<file path="src/audio_tx_consts.svh">
`ifndef AUDIO_TX_CONSTS_SVH
`define AUDIO_TX_CONSTS_SVH
// register byte offsets
`define OFF_LEVEL        12'h004
`define OFF_DMA_CTRL     12'h008
`define OFF_IRQ_CONTROL  12'h00C
`define OFF_IRQ_STATUS   12'h010
`define OFF_TX_MODE      12'h014
`define OFF_TRANSFER_GO  12'h018
`define OFF_SAMPLE_PORT  12'h020
`define OFF_VALIDITY     12'h060
`define OFF_USER_BITS    12'h090
`define OFF_CHAN_STATUS  12'h0C0
`define OFF_BURST_INFO   12'h100
`define OFF_BURST_REPEAT 12'h104
`define OFF_BINFO_SHADOW 12'h108
`define OFF_BREP_SHADOW  12'h10C
`define OFF_USER_SHADOW  12'h190
// table geometry
`define WORDS_PER_TABLE  12
`define TABLE_SPAN       12'h030
// irq_control fields
`define BIT_USERDATA_CLR 17
`define BIT_BLOCKEND_CLR 16
`define THR_MSB          9
`define THR_LSB          5
// shared enable/status positions
`define BIT_EMPTY        4
`define BIT_BLOCKEND     3
`define BIT_USERDATA     2
// dma control fields
`define DMA_EN_BIT       5
`define DMA_LVL_MSB      4
// sample buffer
`define BUF_DEPTH        32
`define BUF_AW           5
// framing
`define FRAMES_PER_BLOCK 8'd192
`define BITS_PER_FRAME   5'd31
`define BIT_DIV          4'd3
// burst-info fields
`define PD_MSB           31
`define PD_LSB           16
`define BITSTREAM_NUMBER_MSB        15
`define BITSTREAM_NUMBER_LSB        13
`define DINFO_MSB        12
`define DINFO_LSB        8
`define PAYLOAD_ERROR_FLAG_BIT      7
`define TYPE_MSB         6
`define TYPE_NULL        7'h00
`define TYPE_PAUSE       7'h03
`endif

</file>
<file path="src/audio_tx_pkg.sv">
package audio_tx_pkg;
  typedef enum logic {TX_IDLE, TX_RUN} tx_state_t;
  typedef struct packed {
    logic [4:0] threshold;
    logic       empty_en;
    logic       blockend_en;
    logic       userdata_en;
  } irq_ctrl_t;
  typedef struct packed {
    logic empty;
    logic blockend;
    logic userdata;
  } irq_stat_t;
  typedef struct packed {
    logic [15:0] payload_length_word;
    logic [2:0]  bitstream_number;
    logic [4:0]  type_dependent_info;
    logic        payload_error_flag;
    logic [6:0]  payload_type_code;
  } burst_info_t;
endpackage

</file>
<file path="src/audio_tx_ctrl.sv">
`timescale 1ns/100ps
`default_nettype none
`include "audio_tx_consts.svh"
// Operation
// write one bit 17 clears userdata irq
// write one bit 16 clears blockend irq
// bits 9:5 threshold, bit 4 enable
// bit 3: block or repetition end irq
// bit 2: irq on user shadow copy
// status bits 4,3,2 active high
// transfer bit 0 starts; upper bits zero
// validity: sub1 high half, sub0 low
// user/status words: sub1 high, sub0 low
// burst-info 31:16 payload length word
// bits 15:13 bitstream, 12:8 type info
// bit 7 payload error flag
// bits 6:0 type code, null, pause
// repeat period in bits 15:0
// read-only burst shadows at 0x108,0x10C
// repeat counted in frames sync-to-sync
// burst shadows load after blockend irq
// idle: user shadows track user words
// running: user shadows load on handover
// software preloads 384 user bits
// status/validity writes act at once
// dma request when level <= watermark
// sample write pushes, transmit pops
// empty sets at/below threshold; irq OR
// write one status bit clears it
module audio_tx_ctrl
  import audio_tx_pkg::*;
(
  input  wire logic        pclk,
  input  wire logic        presetn,
  input  wire logic        psel,
  input  wire logic        penable,
  input  wire logic        pwrite,
  input  wire logic [11:0] paddr,
  input  wire logic [31:0] pwdata,
  output var  logic [31:0] prdata,
  output var  logic        pready,
  output var  logic        pslverr,
  output var  logic        irq,
  output var  logic        dma_tx_req,
  output var  logic        tx_serial
);
  irq_ctrl_t   ctrl_q;
  irq_stat_t   stat_q;
  irq_stat_t   stat_d;
  tx_state_t   state_q;
  burst_info_t binfo_q;
  burst_info_t binfo_shd_q;
  logic [15:0] rep_q;
  logic [15:0] rep_shd_q;
  logic        nonlinear_q;
  logic [5:0]  dma_q;
  logic [31:0] val_mem [`WORDS_PER_TABLE];
  logic [31:0] usr_mem [`WORDS_PER_TABLE];
  logic [31:0] chs_mem [`WORDS_PER_TABLE];
  logic [31:0] usr_shd [`WORDS_PER_TABLE];
  logic [31:0] buf_mem [`BUF_DEPTH];
  logic [4:0]  wr_ptr_q;
  logic [4:0]  rd_ptr_q;
  logic [5:0]  level_q;
  logic [3:0]  div_q;
  logic [4:0]  bit_q;
  logic [31:0] shift_q;
  logic [7:0]  blk_cnt_q;
  logic [15:0] rep_cnt_q;
  logic        blk_evt_q;
  logic        first_q;
  logic [31:0] rdata_d;
  logic        hit_d;

  // apb access phase strobes
  wire         acc     = psel & penable & pready;
  wire         wr      = acc & pwrite;
  wire         rd_ph   = psel & penable & ~pready;
  wire [11:0]  val_rel = paddr - `OFF_VALIDITY;
  wire [11:0]  usr_rel = paddr - `OFF_USER_BITS;
  wire [11:0]  chs_rel = paddr - `OFF_CHAN_STATUS;
  wire [11:0]  ush_rel = paddr - `OFF_USER_SHADOW;
  wire         in_val  = paddr >= `OFF_VALIDITY &&
                         val_rel < `TABLE_SPAN && paddr[1:0] == 2'h0;
  wire         in_usr  = paddr >= `OFF_USER_BITS &&
                         usr_rel < `TABLE_SPAN && paddr[1:0] == 2'h0;
  wire         in_chs  = paddr >= `OFF_CHAN_STATUS &&
                         chs_rel < `TABLE_SPAN && paddr[1:0] == 2'h0;
  wire         in_ush  = paddr >= `OFF_USER_SHADOW &&
                         ush_rel < `TABLE_SPAN && paddr[1:0] == 2'h0;
  wire [3:0]   val_idx = val_rel[5:2];
  wire [3:0]   usr_idx = usr_rel[5:2];
  wire [3:0]   chs_idx = chs_rel[5:2];
  wire [3:0]   ush_idx = ush_rel[5:2];
  wire         wr_ctrl = wr && paddr == `OFF_IRQ_CONTROL;
  wire         wr_stat = wr && paddr == `OFF_IRQ_STATUS;
  wire         running = state_q == TX_RUN;

  // transmit timing
  wire         bit_tick    = running && div_q == `BIT_DIV;
  wire         frame_start = bit_tick && bit_q == `BITS_PER_FRAME;
  wire         buf_full    = level_q == 6'(`BUF_DEPTH);
  wire         push        = wr && paddr == `OFF_SAMPLE_PORT && !buf_full;
  wire         pop         = frame_start && level_q != 6'h00;
  wire         blk_wrap    = blk_cnt_q == `FRAMES_PER_BLOCK - 8'h01;
  wire         rep_wrap    = rep_shd_q != 16'h0000 &&
                             rep_cnt_q == rep_shd_q - 16'h0001;
  // first frame after start opens a block and ends none
  wire         handover    = frame_start && blk_wrap && !first_q;
  wire         blk_event   = frame_start && !first_q &&
                             (nonlinear_q ? rep_wrap : blk_wrap);
  // repeat count restarts at each burst sync and at the first frame
  wire         rep_restart = first_q || rep_wrap ||
                             (blk_wrap && rep_shd_q == 16'h0000);
  wire         below_thr   = level_q <= {1'b0, ctrl_q.threshold};

  // flag updates; a set in the clear cycle wins
  always_comb begin
    stat_d = stat_q;
    if (wr_stat && pwdata[`BIT_EMPTY]) begin
      stat_d.empty = 1'b0;
    end
    if ((wr_ctrl && pwdata[`BIT_BLOCKEND_CLR]) ||
        (wr_stat && pwdata[`BIT_BLOCKEND])) begin
      stat_d.blockend = 1'b0;
    end
    if ((wr_ctrl && pwdata[`BIT_USERDATA_CLR]) ||
        (wr_stat && pwdata[`BIT_USERDATA])) begin
      stat_d.userdata = 1'b0;
    end
    if (running && below_thr) begin
      stat_d.empty = 1'b1;
    end
    if (blk_event) begin
      stat_d.blockend = 1'b1;
    end
    if (handover) begin
      stat_d.userdata = 1'b1;
    end
  end

  // register read mux
  always_comb begin
    rdata_d = 32'h0000_0000;
    hit_d   = 1'b1;
    if (in_val) begin
      rdata_d = val_mem[val_idx];
    end else if (in_usr) begin
      rdata_d = usr_mem[usr_idx];
    end else if (in_chs) begin
      rdata_d = chs_mem[chs_idx];
    end else if (in_ush) begin
      rdata_d = usr_shd[ush_idx];
    end else begin
      case (paddr)
        `OFF_LEVEL:        rdata_d = {26'h0, level_q};
        `OFF_DMA_CTRL:     rdata_d = {26'h0, dma_q};
        `OFF_IRQ_CONTROL:  rdata_d = {22'h0, ctrl_q.threshold,
                                      ctrl_q.empty_en, ctrl_q.blockend_en,
                                      ctrl_q.userdata_en, 2'h0};
        `OFF_IRQ_STATUS:   rdata_d = {27'h0, stat_q, 2'h0};
        `OFF_TX_MODE:      rdata_d = {31'h0, nonlinear_q};
        `OFF_TRANSFER_GO:  rdata_d = {31'h0, running};
        `OFF_SAMPLE_PORT:  rdata_d = 32'h0000_0000;
        `OFF_BURST_INFO:   rdata_d = binfo_q;
        `OFF_BURST_REPEAT: rdata_d = {16'h0, rep_q};
        `OFF_BINFO_SHADOW: rdata_d = binfo_shd_q;
        `OFF_BREP_SHADOW:  rdata_d = {16'h0, rep_shd_q};
        default:           hit_d   = 1'b0;
      endcase
    end
  end

  // apb answer: one wait cycle, then data and ready
  always_ff @(posedge pclk or negedge presetn) begin
    if (!presetn) begin
      pready  <= 1'b0;
      prdata  <= 32'h0000_0000;
      pslverr <= 1'b0;
    end else begin
      pready  <= rd_ph;
      prdata  <= rd_ph && !pwrite ? rdata_d : 32'h0000_0000;
      pslverr <= rd_ph && !hit_d;
    end
  end

  // control registers
  always_ff @(posedge pclk or negedge presetn) begin
    if (!presetn) begin
      ctrl_q      <= '0;
      stat_q      <= '0;
      nonlinear_q <= 1'b0;
      dma_q       <= 6'h00;
      binfo_q     <= '0;
      rep_q       <= 16'h0000;
      state_q     <= TX_IDLE;
    end else begin
      stat_q <= stat_d;
      if (wr_ctrl) begin
        ctrl_q <= {pwdata[`THR_MSB:`THR_LSB], pwdata[`BIT_EMPTY],
                   pwdata[`BIT_BLOCKEND], pwdata[`BIT_USERDATA]};
      end
      if (wr && paddr == `OFF_TX_MODE) begin
        nonlinear_q <= pwdata[0];
      end
      if (wr && paddr == `OFF_DMA_CTRL) begin
        dma_q <= pwdata[5:0];
      end
      if (wr && paddr == `OFF_BURST_INFO) begin
        binfo_q <= pwdata;
      end
      if (wr && paddr == `OFF_BURST_REPEAT) begin
        rep_q <= pwdata[15:0];
      end
      if (wr && paddr == `OFF_TRANSFER_GO) begin
        state_q <= pwdata[0] ? TX_RUN : TX_IDLE;
      end
    end
  end

  // direct tables and user shadows, one per word
  genvar gi;
  generate
    for (gi = 0; gi < `WORDS_PER_TABLE; gi++) begin : g_word
      always_ff @(posedge pclk or negedge presetn) begin
        if (!presetn) begin
          val_mem[gi] <= 32'h0000_0000;
          usr_mem[gi] <= 32'h0000_0000;
          chs_mem[gi] <= 32'h0000_0000;
          usr_shd[gi] <= 32'h0000_0000;
        end else begin
          if (wr && in_val && val_idx == 4'(gi)) begin
            val_mem[gi] <= pwdata;
          end
          if (wr && in_usr && usr_idx == 4'(gi)) begin
            usr_mem[gi] <= pwdata;
          end
          if (wr && in_chs && chs_idx == 4'(gi)) begin
            chs_mem[gi] <= pwdata;
          end
          if (!running || handover) begin
            usr_shd[gi] <= usr_mem[gi];
          end
        end
      end
    end
  endgenerate

  // burst shadows follow the blockend flag by one cycle
  always_ff @(posedge pclk or negedge presetn) begin
    if (!presetn) begin
      blk_evt_q   <= 1'b0;
      binfo_shd_q <= '0;
      rep_shd_q   <= 16'h0000;
    end else begin
      blk_evt_q <= blk_event;
      if (!running || blk_evt_q) begin
        binfo_shd_q <= binfo_q;
        rep_shd_q   <= rep_q;
      end
    end
  end

  // sample buffer
  always_ff @(posedge pclk) begin
    if (push) begin
      buf_mem[wr_ptr_q] <= pwdata;
    end
  end

  always_ff @(posedge pclk or negedge presetn) begin
    if (!presetn) begin
      wr_ptr_q <= 5'h00;
      rd_ptr_q <= 5'h00;
      level_q  <= 6'h00;
    end else begin
      wr_ptr_q <= wr_ptr_q + 5'(push);
      rd_ptr_q <= rd_ptr_q + 5'(pop);
      level_q  <= level_q + 6'(push) - 6'(pop);
    end
  end

  // bit and frame timing, serial shifter
  always_ff @(posedge pclk or negedge presetn) begin
    if (!presetn) begin
      div_q     <= 4'h0;
      bit_q     <= 5'h00;
      shift_q   <= 32'h0000_0000;
      blk_cnt_q <= 8'h00;
      rep_cnt_q <= 16'h0000;
      first_q   <= 1'b1;
    end else if (!running) begin
      div_q     <= 4'h0;
      bit_q     <= `BITS_PER_FRAME;
      shift_q   <= 32'h0000_0000;
      blk_cnt_q <= `FRAMES_PER_BLOCK - 8'h01;
      rep_cnt_q <= 16'h0000;
      first_q   <= 1'b1;
    end else begin
      div_q <= bit_tick ? 4'h0 : div_q + 4'h1;
      if (bit_tick) begin
        bit_q   <= bit_q + 5'h01;
        shift_q <= {shift_q[30:0], 1'b0};
      end
      if (frame_start) begin
        shift_q   <= pop ? buf_mem[rd_ptr_q] : 32'h0000_0000;
        blk_cnt_q <= blk_wrap ? 8'h00 : blk_cnt_q + 8'h01;
        rep_cnt_q <= rep_restart ? 16'h0000 : rep_cnt_q + 16'h0001;
        first_q   <= 1'b0;
      end
    end
  end

  always_ff @(posedge pclk or negedge presetn) begin
    if (!presetn) begin
      irq        <= 1'b0;
      dma_tx_req <= 1'b0;
      tx_serial  <= 1'b0;
    end else begin
      irq <= |(stat_d & {ctrl_q.empty_en, ctrl_q.blockend_en,
                         ctrl_q.userdata_en});
      dma_tx_req <= dma_q[`DMA_EN_BIT] &&
                    level_q <= {1'b0, dma_q[`DMA_LVL_MSB:0]};
      tx_serial  <= running & shift_q[31];
    end
  end
endmodule
`default_nettype wire

</file>
<file path="config.mk">
export PLATFORM = sky130hd
export DESIGN_NAME = audio_tx_ctrl
export DESIGN_NICKNAME = d
export VERILOG_FILES = /design/src/audio_tx_pkg.sv /design/src/audio_tx_ctrl.sv
export VERILOG_INCLUDE_DIRS = /design/src
export SDC_FILE = /design/constraint.sdc
export NUM_CORES = 2
export LEC_CHECK = 0
export BUFFER_PORTS_ARGS = -buffer_cell sky130_fd_sc_hd__buf_2
export CAP_MARGIN = 10
export CORE_MARGIN = 5
export CORE_UTILIZATION = 40
export CTS_BUF_LIST = sky130_fd_sc_hd__clkbuf_8
export DETAILED_ROUTE_END_ITERATION = 10
export PLACE_DENSITY_LB_ADDON = 0.25
export SLEW_MARGIN = 20
export SYNTH_ARGS = -nofsm -noshare
export SYNTH_HDL_FRONTEND = slang
export SYNTH_SLANG_ARGS = --single-unit
</file>
<file path="constraint.sdc">
create_clock -name pclk -period 5.3 [get_ports pclk]
set_clock_uncertainty 0.05 [all_clocks]
set_input_delay 1.06 -clock pclk [delete_from_list [all_inputs] [get_ports pclk]]
set_output_delay 1.06 -clock pclk [all_outputs]
set_load 0.02 [all_outputs]
</file>
==> results by group <==
Run status
  • Status: complete, no violations

Route
  • Post-DRT Antenna Nets: 0
  • DRT iter0 DRCs: 5574
  • Vias/cell: 5.66
  • Highest Signal Layer: met5
  • Routed wl met3: 15.5 mm
  • Routed via count: 65900
  • Drt wl/cell: 26.7 um
  • Met2 wire length: 149 mm
  • DR pass1 iterations: 6
  • Drt drc: 0
  • M1 WL: 140 mm
  • Routed wire length: 310 mm

Timing
  • Max-slew headroom: 0.278
  • Fin crit share: 0.740
  • Fmax: 255 MHz
  • Clock period minus worst slack: 3.92 ns
  • Max-slew violation count: 0
  • Final setup vio count: 0
  • Hold_ws: 0.292 ns
  • Final TNS setup: 0 ns
  • Final Hold Vio Count: 0
  • Actual slew at the worst max-slew pin: 1.08 ns
  • RSZ-0062 raised after global routing: false

Clocking
  • # clock sinks: 2795
  • Post-CTS sizing: 0
  • Clk root buf: clkbuf_8
  • Clock buffer depth: 4
  • CTS clk-pin slew, worst paths: 0.07 ns
  • H-tree Lvls: 5
  • CTS tree: built
  • Post-CTS Setup Bufs: 0
  • Inserted Clock Buffers: 457
  • CTS Hold Bufs: 1
  • Later-pin clock latency in the skew report: 1.12 ns

Yosys
  • Synth Instances: 7049
  • Synthesis-stage register bit count: 2795
  • Synth Area per Inst: 17.0 um2
  • Post-synth top area share: 0.369
  • Area leader, netlist: dfrtp_1
  • Yosys cell types: 76
  • Syn_nets: 7139
  • Cell area after synthesis: 120000 um2
  • Post-synth EDFFs: 1024
  • Yosys warnings: 0
  • Seq/Total Area, Yosys: 0.625
  • Largest cells by area after synthesis: dfrtp_1 (37%), edfxtp_1 (26%), mux2_2 (15%)
  • FFs w/ async S/R, synth: 0.634
  • Top FF cell, synth: dfrtp_1

GRT
  • GRT Total Usage: 0.199
  • Largest net degree at the start of global routing: 135
  • Initial antenna violation count: 13
  • Number of global-route vias before repair: 70100
  • GR Overflow Total: 0
  • First-pass GRT wire length: 469 mm

Floorplanning
  • Die height: 558 um
  • Top-Level Pins: 86
  • Chip width: 558 um
  • Initial Util: 0.401
  • # rows: 201
  • Core Area: 299000 um2
  • DIE AREA: 311000 um2

Worst setup path
  • Critical Path Source Type: flip-flop
  • Crit path kind: reg2reg
  • Critical path arrival: 4.80 ns
  • Maximum fanout along the worst path: 69
  • Req. time, crit path: 6.17 ns
  • Critical Path End Type: flip-flop

Final layout
  • Nets: 7392
  • Fillers: 26000
  • Post-Layout Cell Count: 11600
  • P&R area growth vs syn: 13.0%
  • Layout cells sized above 1: 0.450
  • Design area: 136000 um2

Placed design
  • Dpl cell area: 127000 um2
  • Dpl hpwl: 187 mm
  • Inst Count DP: 10800
  • Port buffer count: 85
  • GP Congestion: 0.824

Run
  • # Max-Cap Violations: 0

Power and ir drop
  • PwrDens: 310 nW/um2
  • Final Total Pwr: 42.1 mW
  • VDD IR max: 0.185 mV
  • Leakage: 57.3 nW

Hold path
  • Hold Crit Class: in2reg
-- path summary, 6_finish.rpt --
| check | end | start | slack [ns] | cells past startpoint |
|---|---|---|---|---|
| max in group asynchronous | usr_shd[119]$_DFFE_PN0P_ | presetn | 3.16 | 3 |
| worst min-delay path | buf_mem[1][15]$_DFFE_PP_ | pwdata[15] | 0.29 | 1 |
| worst min register to register | div_q[0]$_DFF_PN0_ | div_q[0]$_DFF_PN0_ | 0.42 | 1 |
| min in group asynchronous | tx_serial$_DFF_PN0_ | presetn | 0.49 | 2 |
| worst max-delay path | usr_shd[101]$_DFFE_PN0P_ | div_q[1]$_DFF_PN0_ | 1.38 | 8 |
| worst max register to register | usr_shd[101]$_DFFE_PN0P_ | div_q[1]$_DFF_PN0_ | 1.38 | 8 |
-- report_power, final --
part	internal, mW	leakage (nW)	switching [mW]	total, mW
Clock	9.70	5.29	8.75	18.5
Sequential	22.4	33.8	0.00348	22.4
Combinational	0.268	18.2	0.960	1.23
-- cells by family (layout without fill, tap and decap cells) --
group	count (synthesis)	count (layout)	synth area share
AO/OA/AOI/OAI	483	483	0.0255
flip-flops	2795	2795	0.625
XOR/XNOR	43	43	0.00314
adder cells (fa/ha/maj)	41	41	0.00434
buffers and inverters	616	1237	0.0217
AND/OR/NAND/NOR	596	596	0.0229
other	0	10	0
multiplexers	2475	2475	0.297
-- critical path, cell delays in order (launching register included) --
cell and delay, ns:
dfrtp_1 0.35, ha_1 0.19, nor3b_2 0.21, buf_4 0.54, nand3_1 0.37, or3_1 0.53
nand2_4 0.45, buf_4 0.59, mux2_2 0.40
-- final cells by class --
| class | instances | area, um2 | area share |
|---|---|---|---|
| multi-input combinational | 3638 | 42900 | 0.316 |
| tap | 3958 | 4950 | 0.0365 |
| sequential | 2795 | 75100 | 0.553 |
| antenna | 10 | 25.0 | 0.000184 |
| clock inverter | 281 | 1530 | 0.0112 |
| inverter | 36 | 138 | 0.00101 |
| timing repair buffer | 374 | 3560 | 0.0262 |
| clock buffer | 546 | 7510 | 0.0554 |
-- cell usage after synthesis, drive strengths merged (9+ instances only) --
| library cell | instances |
|---|---|
| dfrtp | 1770 |
| mux2 | 1659 |
| edfxtp | 1024 |
| mux4 | 704 |
| clkbuf | 329 |
| buf | 251 |
| nand2 | 233 |
| nor2 | 158 |
| o21ai | 145 |
| a21oi | 133 |
| mux2i | 112 |
| nand3 | 60 |
| ha | 40 |
| inv | 36 |
| a22oi | 31 |
| a31oi | 30 |
| nor3 | 26 |
| xnor2 | 25 |
| a222oi | 23 |
| nand4 | 18 |
| xor2 | 18 |
| a221oi | 15 |
| nor2b | 13 |
| nor4 | 13 |
| a311oi | 12 |
| and3 | 11 |
| o211ai | 11 |
| or3 | 10 |
| a211oi | 9 |
| a21o | 9 |
| o22ai | 9 |
-- per-stage QoR --
step | utilization | setup slack, ns
3_5_place_dp | 0.423 | 0.432
3_3_place_gp | 0.423 | 0.425
2_1_floorplan | - | 0.254
4_1_cts | 0.453 | 1.33
5_1_grt | 0.453 | 1.11
6_report | 0.453 | 1.38
-- sequential cells by signal (all words and copies together), names as in the netlist, 3 cells and up --
name         cells
buf_mem       1024
chs_mem        384
usr_mem        384
usr_shd        384
val_mem        384
binfo_q         32
binfo_shd_q     32
prdata          32
shift_q         32
rep_cnt_q       16
rep_q           16
rep_shd_q       16
blk_cnt_q        8
ctrl_q           8
dma_q            6
level_q          6
bit_q            5
rd_ptr_q         5
wr_ptr_q         5
div_q            4
stat_q           3
-- routing by layer --
layer  vias up  GRT usage
met3       431     0.0324
met5         -          0
met4         2     0.0442
met2      1698      0.321
li1      27700          -
met1     36000      0.286
-- placed cells by master (no fill, tap or decap), types with 14 or more instances in the layout --
cell / synthesis / layout
o21ai_0: 145 / 145
a222oi_1: 23 / 23
a221oi_1: 15 / 15
nand4_1: 18 / 18
nand3_1: 59 / 51
nor3_1: 26 / 22
buf_4: 3 / 217
a22oi_1: 31 / 31
mux2i_1: 112 / 112
xor2_1: 18 / 18
clkinv_1: 0 / 39
a21oi_1: 133 / 133
mux4_2: 704 / 704
xnor2_1: 25 / 25
mux2_1: 14 / 14
a31oi_1: 30 / 30
edfxtp_1: 1024 / 1024
buf_2: 144 / 79
buf_12: 0 / 74
ha_1: 40 / 39
clkinv_2: 0 / 43
mux2_2: 1645 / 1645
clkbuf_8: 0 / 546
nand2_1: 233 / 232
dfrtp_1: 1770 / 1764
inv_1: 36 / 200
nor2_4: 4 / 61
nor2_1: 153 / 95
(Power assumes the default switching activity.)
